--- src/hdl/occr_pkg.sv ---
package occr_pkg;

  // clock and fault persistence timing
  localparam int unsigned CLK_HZ         = 25_000_000;
  localparam int unsigned CLK_PER_MS     = CLK_HZ / 1000;
  localparam int unsigned FAULT_TIME_MS  = 620;
  localparam int unsigned FAULT_CYCLES   = FAULT_TIME_MS * CLK_PER_MS;
  localparam int unsigned FAULT_CNT_W    = 24;

  // frame layout, counted in serial clock falling edges
  localparam int unsigned FRAME_BITS     = 16;
  localparam logic [4:0]  FALL_CMD_DONE  = 5'h05;
  localparam logic [4:0]  FALL_CFG_APPLY = 5'h0e;
  localparam logic [4:0]  FALL_FRAME_END = 5'h10;

  // command codes in frame bits 13 to 11
  localparam logic [2:0]  CMD_NOP        = 3'h0;
  localparam logic [2:0]  CMD_WR_CFG     = 3'h1;
  localparam logic [2:0]  CMD_RD_ERR     = 3'h4;
  localparam logic [2:0]  CMD_RD_CFG     = 3'h5;

  // configuration register field positions
  localparam int unsigned CFG_W          = 10;
  localparam int unsigned CFG_MODE_LO    = 7;
  localparam int unsigned CFG_BOT_LO     = 4;
  localparam int unsigned CFG_THERM_BIT  = 3;
  localparam logic [9:0]  CFG_WR_MASK    = 10'h3f8;
  localparam logic [9:0]  CFG_RST        = 10'h000;

  // error register bit positions
  localparam int unsigned ERR_W          = 10;
  localparam int unsigned ERR_INTERMIT   = 9;
  localparam int unsigned ERR_SHORT      = 8;
  localparam int unsigned ERR_OPEN       = 7;
  localparam int unsigned ERR_OTEMP      = 6;
  localparam int unsigned ERR_BROWN      = 5;
  localparam logic [9:0]  ERR_RST        = 10'h000;
  localparam logic [3:0]  FLT_RST        = 4'h0;

  // operating mode codes
  localparam logic [2:0]  MODE_STBY_A    = 3'h0;
  localparam logic [2:0]  MODE_BI_CUR    = 3'h1;
  localparam logic [2:0]  MODE_UNI_CUR_A = 3'h2;
  localparam logic [2:0]  MODE_UNI_CUR_B = 3'h3;
  localparam logic [2:0]  MODE_STBY_B    = 3'h4;
  localparam logic [2:0]  MODE_BI_VOLT   = 3'h5;
  localparam logic [2:0]  MODE_UNI_10V   = 3'h6;
  localparam logic [2:0]  MODE_UNI_5V    = 3'h7;

  // link frame state
  typedef enum logic [2:0] {
    LK_IDLE  = 3'b001,
    LK_SHIFT = 3'b010,
    LK_DONE  = 3'b100
  } occr_link_t;

endpackage : occr_pkg

--- src/hdl/occr_cmd_regs.sv ---
`timescale 1ns/1ps
// Notes on behaviour
// - code 100 returns error register contents
// - code 001 loads configuration from frame
// - code 101 returns configuration on bits 9-0
// - mode 000 and 100 mean standby
// - mode 1 bipolar, 2/3 unipolar current
// - mode 5 bipolar, 6 ten-volt, 7 five-volt
// - modes 2 and 3 decode identically
// - bits 6-4 pick brownout threshold, 10-24V
// - bit 3 enables thermal protection
// - error bit 9 flags intermittent fault
// - standard part: overcurrent bit in all modes
// - alternative part: overcurrent only in voltage modes
// - standard part: open load needs no short
// - alternative part: open load ignores short
// - error bit 6 flags die overtemperature
// - error bit 5 flags supply brownout
// - reserved codes inert, no-op returns zero
// - configuration applies at fourteenth falling edge
// - intermittent from cleared short or open only
// - fault output only for new errors
module occr_cmd_regs
  import occr_pkg::*;
#(
  parameter int unsigned               FAULT_CNT  = occr_pkg::FAULT_CYCLES,
  parameter bit                        ALT_VARIANT = 1'b0
) (
  input  wire logic                    clk_i,
  input  wire logic                    rst_n_i,
  // serial link pins
  input  wire logic                    cs1_n_i,
  input  wire logic                    cs2_n_i,
  input  wire logic                    sclk_i,
  input  wire logic                    din_i,
  output logic                         dout_o,
  output logic                         dout_oe_n_o,
  output logic                         ready_n_o,
  output logic                         fault_irq_o,
  output logic                         fault_irq_oe_n_o,
  // analog monitor comparators
  input  wire logic                    overcurrent_i,
  input  wire logic                    rail_near_i,
  input  wire logic                    overtemp_i,
  input  wire logic [7:0]              supply_above_step_i,
  // decoded configuration to the output stage
  output logic                         op_standby_o,
  output logic                         op_current_o,
  output logic                         op_bipolar_o,
  output logic                         op_half_span_o,
  output logic [2:0]                   brownout_threshold_select_o,
  output logic                         thermal_protect_en_o
);

  localparam int unsigned SYNC_W = 15;
  // deselected and healthy supplies, so a flushed synchroniser starts no frame or fault
  localparam logic [SYNC_W-1:0] SYNC_IDLE = {8'hff, 5'h00, 2'b11};
  localparam logic [FAULT_CNT_W-1:0] FAULT_LIMIT = FAULT_CNT_W'(FAULT_CNT);

  // ---------------------------------------------------------------
  // synchronised pins and monitor levels
  // ---------------------------------------------------------------
  logic [SYNC_W-1:0] sync_w;
  logic              cs1_n_s;
  logic              cs2_n_s;
  logic              sclk_s;
  logic              din_s;
  logic              ocur_s;
  logic              rail_s;
  logic              otemp_s;
  logic [7:0]        above_s;

  // every pin and comparator is asynchronous to clk_i
  occr_sync #(
    .W       (SYNC_W),
    .RST_VAL (SYNC_IDLE)
  ) u_sync (
    .clk_i   (clk_i),
    .rst_n_i (rst_n_i),
    .async_i ({supply_above_step_i, overtemp_i, rail_near_i, overcurrent_i,
               din_i, sclk_i, cs2_n_i, cs1_n_i}),
    .sync_o  (sync_w)
  );

  // unpack the synchronised group
  assign cs1_n_s = sync_w[0];
  assign cs2_n_s = sync_w[1];
  assign sclk_s  = sync_w[2];
  assign din_s   = sync_w[3];
  assign ocur_s  = sync_w[4];
  assign rail_s  = sync_w[5];
  assign otemp_s = sync_w[6];
  assign above_s = sync_w[14:7];

  // ---------------------------------------------------------------
  // registers
  // ---------------------------------------------------------------
  occr_link_t        state_ff;
  occr_link_t        nxt_state;
  logic              sclk_prev_ff;
  logic [4:0]        fall_cnt_ff;
  logic [4:0]        nxt_fall_cnt;
  logic [15:0]       shift_ff;
  logic [15:0]       nxt_shift;
  logic [2:0]        cmd_ff;
  logic [2:0]        nxt_cmd;
  logic [15:0]       rd_word_ff;
  logic [15:0]       nxt_rd_word;
  logic              dout_ff;
  logic              nxt_dout;
  logic [CFG_W-1:0]  cfg_ff;
  logic [CFG_W-1:0]  nxt_cfg;
  logic [ERR_W-1:0]  err_ff;
  logic [ERR_W-1:0]  nxt_err;
  logic [3:0]        rep_ff;
  logic [3:0]        nxt_rep;
  logic              irq_ff;
  logic              nxt_irq;

  // ---------------------------------------------------------------
  // link edge and frame decode
  // ---------------------------------------------------------------
  wire        cs_active  = ~cs1_n_s & ~cs2_n_s;
  wire        sclk_fall  = sclk_prev_ff & ~sclk_s;
  wire        sclk_rise  = ~sclk_prev_ff & sclk_s;
  wire        in_shift   = (state_ff == LK_SHIFT);
  wire        shift_fall = in_shift & cs_active & sclk_fall;
  wire        shift_rise = in_shift & cs_active & sclk_rise;
  wire [4:0]  fall_next  = fall_cnt_ff + 5'h01;
  wire [15:0] shift_in   = {shift_ff[14:0], din_s};
  // command bits arrive complete at the fifth falling edge
  wire        cmd_edge   = shift_fall & (fall_next == FALL_CMD_DONE);
  wire [2:0]  cmd_now    = shift_in[2:0];
  wire        cfg_edge   = shift_fall & (fall_next == FALL_CFG_APPLY);
  wire        frame_end  = shift_fall & (fall_next == FALL_FRAME_END);
  // bit position presented on dout at the next rising edge, for the following falling edge
  wire [3:0]  out_idx    = 4'hf - fall_cnt_ff[3:0];

  // ---------------------------------------------------------------
  // command decode
  // ---------------------------------------------------------------
  // error readback command
  wire        cmd_rd_err = (cmd_now == CMD_RD_ERR);
  wire        cmd_rd_cfg = (cmd_now == CMD_RD_CFG);
  // reading errors clears the sticky bits
  wire        err_rd     = cmd_edge & cmd_rd_err;
  // write of configuration is armed by the command field
  wire        cfg_wr     = cfg_edge & (cmd_ff == CMD_WR_CFG);

  // ---------------------------------------------------------------
  // configuration decode
  // ---------------------------------------------------------------
  wire [2:0]  mode_w     = cfg_ff[CFG_MODE_LO +: 3];

  // both standby codes stop the output
  assign op_standby_o   = (mode_w == MODE_STBY_A) | (mode_w == MODE_STBY_B);
  // current modes are codes 1 to 3, the low half of the codes without standby code 0
  assign op_current_o   = (mode_w == MODE_BI_CUR) | (mode_w == MODE_UNI_CUR_A) |
                          (mode_w == MODE_UNI_CUR_B);
  assign op_bipolar_o   = (mode_w == MODE_BI_CUR) | (mode_w == MODE_BI_VOLT);
  assign op_half_span_o = (mode_w == MODE_UNI_5V);
  // codes 2 and 3 share every decoded output above

  wire        volt_mode  = (mode_w == MODE_BI_VOLT) | (mode_w == MODE_UNI_10V) |
                           (mode_w == MODE_UNI_5V);

  // threshold code straight to the brownout comparator bank
  assign brownout_threshold_select_o = cfg_ff[CFG_BOT_LO +: 3];
  assign thermal_protect_en_o        = cfg_ff[CFG_THERM_BIT];

  // ---------------------------------------------------------------
  // fault conditions
  // ---------------------------------------------------------------
  logic short_q;
  logic open_q;

  // standard part qualifies overcurrent in every mode
  // alternative part qualifies it only in voltage modes
  wire short_cond = ocur_s & (!ALT_VARIANT | volt_mode);
  // standard part needs no short alongside a rail hit
  // alternative part takes the rail hit alone
  wire open_cond  = rail_s & (ALT_VARIANT | ~ocur_s);

  // overcurrent must persist for the full fault time
  occr_persist #(
    .CNT_W   (FAULT_CNT_W)
  ) u_short_persist (
    .clk_i   (clk_i),
    .rst_n_i (rst_n_i),
    .limit_i (FAULT_LIMIT),
    .cond_i  (short_cond),
    .qual_o  (short_q)
  );

  // rail proximity must persist for the full fault time
  occr_persist #(
    .CNT_W   (FAULT_CNT_W)
  ) u_open_persist (
    .clk_i   (clk_i),
    .rst_n_i (rst_n_i),
    .limit_i (FAULT_LIMIT),
    .cond_i  (open_cond),
    .qual_o  (open_q)
  );

  // brownout when the chosen step is not cleared by both supplies
  wire       brown_live = ~above_s[brownout_threshold_select_o];
  // overtemperature straight from the die detector
  wire [3:0] live_w     = {short_q, open_q, otemp_s, brown_live};
  wire [3:0] err_flt    = err_ff[ERR_BROWN +: 4];
  wire [3:0] rd_mask    = err_rd ? err_flt : 4'h0;

  // only a latched short or open that has gone away is intermittent
  // a bit being cleared by this read no longer counts, so the read also clears bit 9
  wire intermit_set = (err_ff[ERR_SHORT] & ~rd_mask[3] & ~short_q) |
                      (err_ff[ERR_OPEN] & ~rd_mask[2] & ~open_q);

  // a fault is new when it is live and not yet reported
  wire new_fault    = |(live_w & ~rep_ff & ~rd_mask);

  // ---------------------------------------------------------------
  // link state machine
  // ---------------------------------------------------------------
  // dropping either select abandons the frame at once
  always_comb begin
    nxt_state = state_ff;
    case (state_ff)
      LK_IDLE: begin
        if (cs_active) begin
          nxt_state = LK_SHIFT;
        end
      end
      LK_SHIFT: begin
        if (!cs_active) begin
          nxt_state = LK_IDLE;
        end else if (frame_end) begin
          nxt_state = LK_DONE;
        end
      end
      LK_DONE: begin
        if (!cs_active) begin
          nxt_state = LK_IDLE;
        end
      end
      default: begin
        nxt_state = LK_IDLE;
      end
    endcase
  end

  // ---------------------------------------------------------------
  // shifter, command capture and readback word
  // ---------------------------------------------------------------
  always_comb begin
    nxt_fall_cnt = fall_cnt_ff;
    nxt_shift    = shift_ff;
    nxt_cmd      = cmd_ff;
    nxt_rd_word  = rd_word_ff;
    nxt_dout     = dout_ff;
    if (state_ff == LK_IDLE) begin
      nxt_fall_cnt = 5'h00;
      nxt_shift    = 16'h0000;
      nxt_cmd      = CMD_NOP;
      nxt_rd_word  = 16'h0000;
      nxt_dout     = 1'b0;
    end else if (shift_fall) begin
      nxt_fall_cnt = fall_next;
      nxt_shift    = shift_in;
      if (cmd_edge) begin
        nxt_cmd = cmd_now;
        // no-op, write and reserved codes answer with zeros
        // bits above the fields read as zero
        if (cmd_rd_err) begin
          nxt_rd_word = {6'h00, err_ff};
        end else if (cmd_rd_cfg) begin
          nxt_rd_word = {6'h00, cfg_ff};
        end else begin
          nxt_rd_word = 16'h0000;
        end
      end
    end else if (shift_rise) begin
      // host samples dout on the following falling edge
      nxt_dout = rd_word_ff[out_idx];
    end
  end

  // ---------------------------------------------------------------
  // configuration register
  // ---------------------------------------------------------------
  // takes effect on the fourteenth falling edge, bits 9-3 known
  // fourteen bits in, frame bit n sits at shift position n-2
  // reserved bits never stored
  assign nxt_cfg = cfg_wr ? ({nxt_shift[CFG_W-3:0], 2'b00} & CFG_WR_MASK) : cfg_ff;

  // ---------------------------------------------------------------
  // error register, reported set and fault output
  // ---------------------------------------------------------------
  // a live fault wins over the read clear in the same cycle
  always_comb begin
    nxt_err                   = err_ff;
    nxt_err[ERR_BROWN +: 4]   = (err_flt & ~rd_mask) | live_w;
    // intermittent flag in bit 9, cleared by the read
    nxt_err[ERR_INTERMIT]     = (err_ff[ERR_INTERMIT] & ~err_rd) | intermit_set;
    nxt_err[ERR_BROWN-1:0]    = '0;
    // a read marks what it showed as reported, and forgets what it did not
    nxt_rep                   = err_rd ? err_flt : rep_ff;
    // set by a new fault, cleared by reading the error register
    nxt_irq                   = (irq_ff & ~err_rd) | new_fault;
  end

  // ---------------------------------------------------------------
  // flip-flops
  // ---------------------------------------------------------------
  // link side registers
  always_ff @(posedge clk_i) begin
    if (!rst_n_i) begin
      state_ff     <= LK_IDLE;
      sclk_prev_ff <= 1'b0;
      fall_cnt_ff  <= 5'h00;
      shift_ff     <= 16'h0000;
      cmd_ff       <= CMD_NOP;
      rd_word_ff   <= 16'h0000;
      dout_ff      <= 1'b0;
    end else begin
      state_ff     <= nxt_state;
      sclk_prev_ff <= sclk_s;
      fall_cnt_ff  <= nxt_fall_cnt;
      shift_ff     <= nxt_shift;
      cmd_ff       <= nxt_cmd;
      rd_word_ff   <= nxt_rd_word;
      dout_ff      <= nxt_dout;
    end
  end

  // register file and fault bookkeeping
  always_ff @(posedge clk_i) begin
    if (!rst_n_i) begin
      cfg_ff <= CFG_RST;
      err_ff <= ERR_RST;
      rep_ff <= FLT_RST;
      irq_ff <= 1'b0;
    end else begin
      cfg_ff <= nxt_cfg;
      err_ff <= nxt_err;
      rep_ff <= nxt_rep;
      irq_ff <= nxt_irq;
    end
  end

  // ---------------------------------------------------------------
  // pins
  // ---------------------------------------------------------------
  // dout is driven only inside the sixteen-bit frame, released after
  assign dout_o           = dout_ff;
  assign dout_oe_n_o      = ~in_shift;
  // ready marks a fully processed frame until select rises
  assign ready_n_o        = ~(state_ff == LK_DONE);
  // open-drain fault line: pulls low while a fault is pending
  assign fault_irq_o      = 1'b0;
  assign fault_irq_oe_n_o = ~irq_ff;

endmodule : occr_cmd_regs

--- src/hdl/occr_sync.sv ---
`timescale 1ns/1ps
// two-stage synchroniser for a group of independent single-bit levels
module occr_sync #(
  parameter int unsigned W       = 1,
  parameter logic [W-1:0] RST_VAL = '0
) (
  input  wire logic         clk_i,
  input  wire logic         rst_n_i,
  input  wire logic [W-1:0] async_i,
  output logic      [W-1:0] sync_o
);

  logic [W-1:0] meta_ff;
  logic [W-1:0] sync_ff;

  // first stage feeds only the second stage; reset to the idle pin levels
  always_ff @(posedge clk_i) begin
    if (!rst_n_i) begin
      meta_ff <= RST_VAL;
      sync_ff <= RST_VAL;
    end else begin
      meta_ff <= async_i;
      sync_ff <= meta_ff;
    end
  end

  assign sync_o = sync_ff;

endmodule : occr_sync

--- src/hdl/occr_persist.sv ---
`timescale 1ns/1ps
// qualifies a condition once it has held without a break for limit_i cycles
module occr_persist #(
  parameter int unsigned CNT_W = 24
) (
  input  wire logic             clk_i,
  input  wire logic             rst_n_i,
  input  wire logic [CNT_W-1:0] limit_i,
  input  wire logic             cond_i,
  output logic                  qual_o
);

  logic [CNT_W-1:0] cnt_ff;
  logic             qual_ff;
  wire              at_limit = (cnt_ff >= limit_i);

  // any break in the condition restarts the count; saturates at the limit
  always_ff @(posedge clk_i) begin
    if (!rst_n_i) begin
      cnt_ff  <= '0;
      qual_ff <= 1'b0;
    end else begin
      cnt_ff  <= !cond_i ? '0 : (at_limit ? cnt_ff : cnt_ff + 1'b1);
      qual_ff <= cond_i & at_limit;
    end
  end

  assign qual_o = qual_ff;

endmodule : occr_persist

--- config.mk ---
export PLATFORM = sky130hd
export DESIGN_NAME = occr_cmd_regs
export DESIGN_NICKNAME = d
export VERILOG_FILES = /design/src/hdl/occr_pkg.sv /design/src/hdl/occr_cmd_regs.sv /design/src/hdl/occr_sync.sv /design/src/hdl/occr_persist.sv
export SDC_FILE = /design/constraint.sdc
export NUM_CORES = 1
export LEC_CHECK = 0
export BUFFER_PORTS_ARGS = -buffer_cell sky130_fd_sc_hd__clkbuf_2
export CORE_ASPECT_RATIO = 1.5
export CORE_MARGIN = 2
export CORE_UTILIZATION = 48
export CTS_BUF_LIST = sky130_fd_sc_hd__clkbuf_8
export DETAILED_ROUTE_END_ITERATION = 16
export PLACE_DENSITY = 0.73
export SLEW_MARGIN = 0
export SYNTH_ARGS = -nofsm -noshare
export SYNTH_HDL_FRONTEND = slang
export SYNTH_SLANG_ARGS = --single-unit
--- constraint.sdc ---
create_clock -name clk_i -period 2.83 [get_ports clk_i]
set_input_delay 0.566 -clock clk_i [delete_from_list [all_inputs] [get_ports clk_i]]
set_output_delay 0.566 -clock clk_i [all_outputs]
set_load 0.005 [all_outputs]
==> flow_summary.json <==
{
  "switching_power_uw": 843,
  "synth_fp_nets": 646,
  "met3_length_um": 431,
  "final_area_mm2": 0.00611,
  "grt_max_degree": 52,
  "yosysSeqAreaShare_pct": 45.8,
  "core.rowCount": 47,
  "leakagePower_nw": 2.03,
  "syn-instance-count": 621,
  "yosysWarnings": 0,
  "synthMuxAreaShare_pct": 4.19,
  "io_buffers": 28,
  "slew_headroom_pct": 42.2,
  "worst_pin_slew_ns": 0.866,
  "intPower_mw": 2.56,
  "synth-main-ff-cell": "dfxtp_1",
  "synth-compound-area-share_pct": 12.1,
  "cts_resized": 0,
  "p_clk_share_pct": 45.5,
  "dieHeight_um": 135,
  "outcome": "completed",
  "wl_per_cell_um": 13.9,
  "crit_type": "reg2reg",
  "routed-wl-met2_um": 5840,
  "finalSetupViolations": 0,
  "cts_tree": "yes",
  "cp_num_buf_inv": 0,
  "synth_xor_area_share_pct": 4.49,
  "p_comb_share_pct": 2.0,
  "critPathSlowestCell": "dfxtp_1",
  "avgViaCountPerCell": 5.51,
  "wl_met1_um": 4500,
  "synthSimpleGateAreaFrac_pct": 28.0,
  "drc": 0,
  "core-area_mm2": 0.0111,
  "min_period_ns": 2.50,
  "drtIter0Drc": 144,
  "endpoint_kind": "flip-flop",
  "start_util_pct": 49.4,
  "grt_overflow_total": 0,
  "via_count": 4429,
  "nNetsFinal": 669,
  "first_global_vias": 4324,
  "cp_cell_sequence": "ha_1 > xor2_1 > nand3b_1 > nor4b_2 > o22ai_1 > a221oi_1 > nor2b_1",
  "top_layer_used": "met4",
  "grt_usage_pct": 19.3,
  "final_cell_mix": "125 x dfxtp_1, 66 x nand2_1, 50 x a21oi_1, 50 x nor2_1, 28 x clkbuf_2",
  "slew_violations": 0,
  "synth_top_family_by_area": "simple AND/OR/NAND/NOR gates",
  "clockBufferDepth": 2,
  "switching_share_pct": 24.7,
  "final_antenna_net_count": 0,
  "tns_ns": 0,
  "htree_levels": 4,
  "gp_congestion": 0.837,
  "fin_crit_sh_pct": 88.4,
  "dr.pass1.iters": 4,
  "critPathArrivalTime_ns": 2.84,
  "crit_family": "simple AND/OR/NAND/NOR gates",
  "ioPinCount": 30,
  "antenna_found_initial": 0,
  "insertion_delay_ns": 0.46,
  "drive_gt1_share_pct": 12.5,
  "cp_data_required_time_ns": 3.17,
  "die_x_um": 91.1,
  "cts_made_buffers": 17,
  "clk_pin_slew_ns": 0.08,
  "critPathMaxFanout": 9,
  "die-area_mm2": 0.0123,
  "placed_area_mm2": 0.00571,
  "syn2layout_area_growth_pct": 11.9,
  "synth_fa_ha_area_share_pct": 1.83,
  "cp_slowest_stage_delay_ns": 0.54,
  "vdd_drop_max_mv": 0.313,
  "wirelength_um": 11200,
  "synth_edf_count": 0,
  "avgSynthCellArea_um2": 8.79,
  "seqPwrFrac_pct": 52.6,
  "dp_hpwl_um": 7780,
  "insertedDiodeCount": 0,
  "cts_setup_buffers": 0,
  "root_buffer": "clkbuf_8",
  "startpoint_type": "flip-flop",
  "ys_async_sr_fraction_pct": 0,
  "cts.sinks": 125,
  "rsz0062_at_grt": "no",
  "pwr_density_cell_mw_per_mm2": 558,
  "skew_ns": 0.0138,
  "max_freq_ghz": 0.400,
  "grt_first_pass_wirelength_um": 19100,
  "cts_hold_buf": 0,
  "syn-cell-area_mm2": 0.00546,
  "final_common_cell": "dfxtp_1",
  "ys_types": 57,
  "cap_violations": 0,
  "hp-class": "in2reg",
  "synth_seq_cells": 125,
  "hold_viol": 0
}
## layout make-up
class / instances / area (um2)
timing repair buffer: 37 / 208
tap: 147 / 184
fill: 1063 / 4950
sequential: 125 / 2500
inverter: 13 / 48.8
multi-input combinational: 450 / 2770
clock inverter: 14 / 148
clock buffer: 18 / 248
## state kept, by name, summed over array words and instances (netlist names)
name / cells
cfg_ff: 7
cmd_ff: 3
dout_o: 1
err_ff: 5
fall_cnt_ff: 5
irq_ff: 1
rd_word_ff: 7
rep_ff: 4
sclk_prev_ff: 1
shift_ff: 8
state_ff: 3
u_open_persist.cnt_ff: 24
u_open_persist.qual_o: 1
u_short_persist.cnt_ff: 24
u_short_persist.qual_o: 1
u_sync.meta_ff: 15
u_sync.sync_o: 15
## worst paths after layout
check                             to                   start  slack, ns  cells after the start
setup reg to reg              irq_ff          fall_cnt_ff[0]       0.33                      7
setup / recovery              irq_ff          fall_cnt_ff[0]       0.33                      7
hold reg to reg    u_sync.sync_o[13]      u_sync.meta_ff[13]       0.41                      1
hold / removal    u_sync.meta_ff[11]  supply_above_step_i[4]       0.29                      2
## metrics by stage
stage | utilization [%] | cells | setup slack [ns] | total power [mW] | hold slack [ns]
CTS | 55.3 | 804 | 0.343 | 3.45 | 0.277
floorplan | - | 621 | 0.679 | 1.88 | 0.386
global route | 55.3 | 804 | 0.116 | 3.55 | 0.276
global placement | 51.7 | 772 | 0.468 | 1.90 | 0.391
finish | 55.3 | 804 | 0.328 | 3.41 | 0.290
detailed placement | 51.7 | 772 | 0.354 | 1.90 | 0.395
## synthesized netlist by cell type, drive strengths merged (2+ instances only)
cell,instances,share of area [%]
o211a,2,0.37
nand4,15,1.7
a211oi,5,0.78
o21ai,15,1.4
and4,2,0.32
nand3,21,1.9
and2,25,2.9
dfxtp,125,46
and3,10,1.1
a21oi,51,4.7
xor2,3,0.48
or4,9,1.2
or2,2,0.23
ha,8,1.8
nor2,51,3.6
a21boi,6,0.82
nand3b,5,0.69
a31oi,2,0.23
nor3,15,1.4
a21o,3,0.41
or3,14,1.6
mux4,3,1.2
nand2b,26,3.0
o31ai,2,0.27
inv,13,0.89
nor2b,13,1.5
a2111oi,3,0.73
clkbuf,25,1.7
nor3b,3,0.41
o211ai,5,0.69
a221oi,2,0.32
xnor2,25,4.0
mux2i,15,2.7
nor4b,3,0.60
nand4b,2,0.32
nor4,4,0.46
nand2,66,4.5
buf,8,0.87
o21a,3,0.41
## power by group through the flow
stage	clock (mW)	combinational [mW]	sequential (mW)
floorplan	0	0.0491	1.83
global placement	0	0.0659	1.83
detailed placement	0	0.0673	1.83
CTS	1.59	0.0679	1.79
global route	1.68	0.0752	1.79
finish	1.55	0.0666	1.79
## routing by layer
metal	vias to the layer above	global-route usage [%]
met3	32	4.63
met1	2097	21.0
li1	2203	-
met4	0	10.7
met2	97	34.2
met5	-	0
## kinds of logic (layout without fill, tap and decap cells)
| family | count (synthesis) | count (layout) |
|---|---|---|
| DFF | 125 | 125 |
| xor gates and xnor gates | 28 | 28 |
| AOI/OAI and AO/OA | 105 | 105 |
| other | 1 | 1 |
| and+or+nand+nor | 289 | 289 |
| buffers and inverters | 46 | 82 |
| muxes | 19 | 19 |
| adders and majority gates | 8 | 8 |
Note: power is estimated with default switching activity, not from simulation.
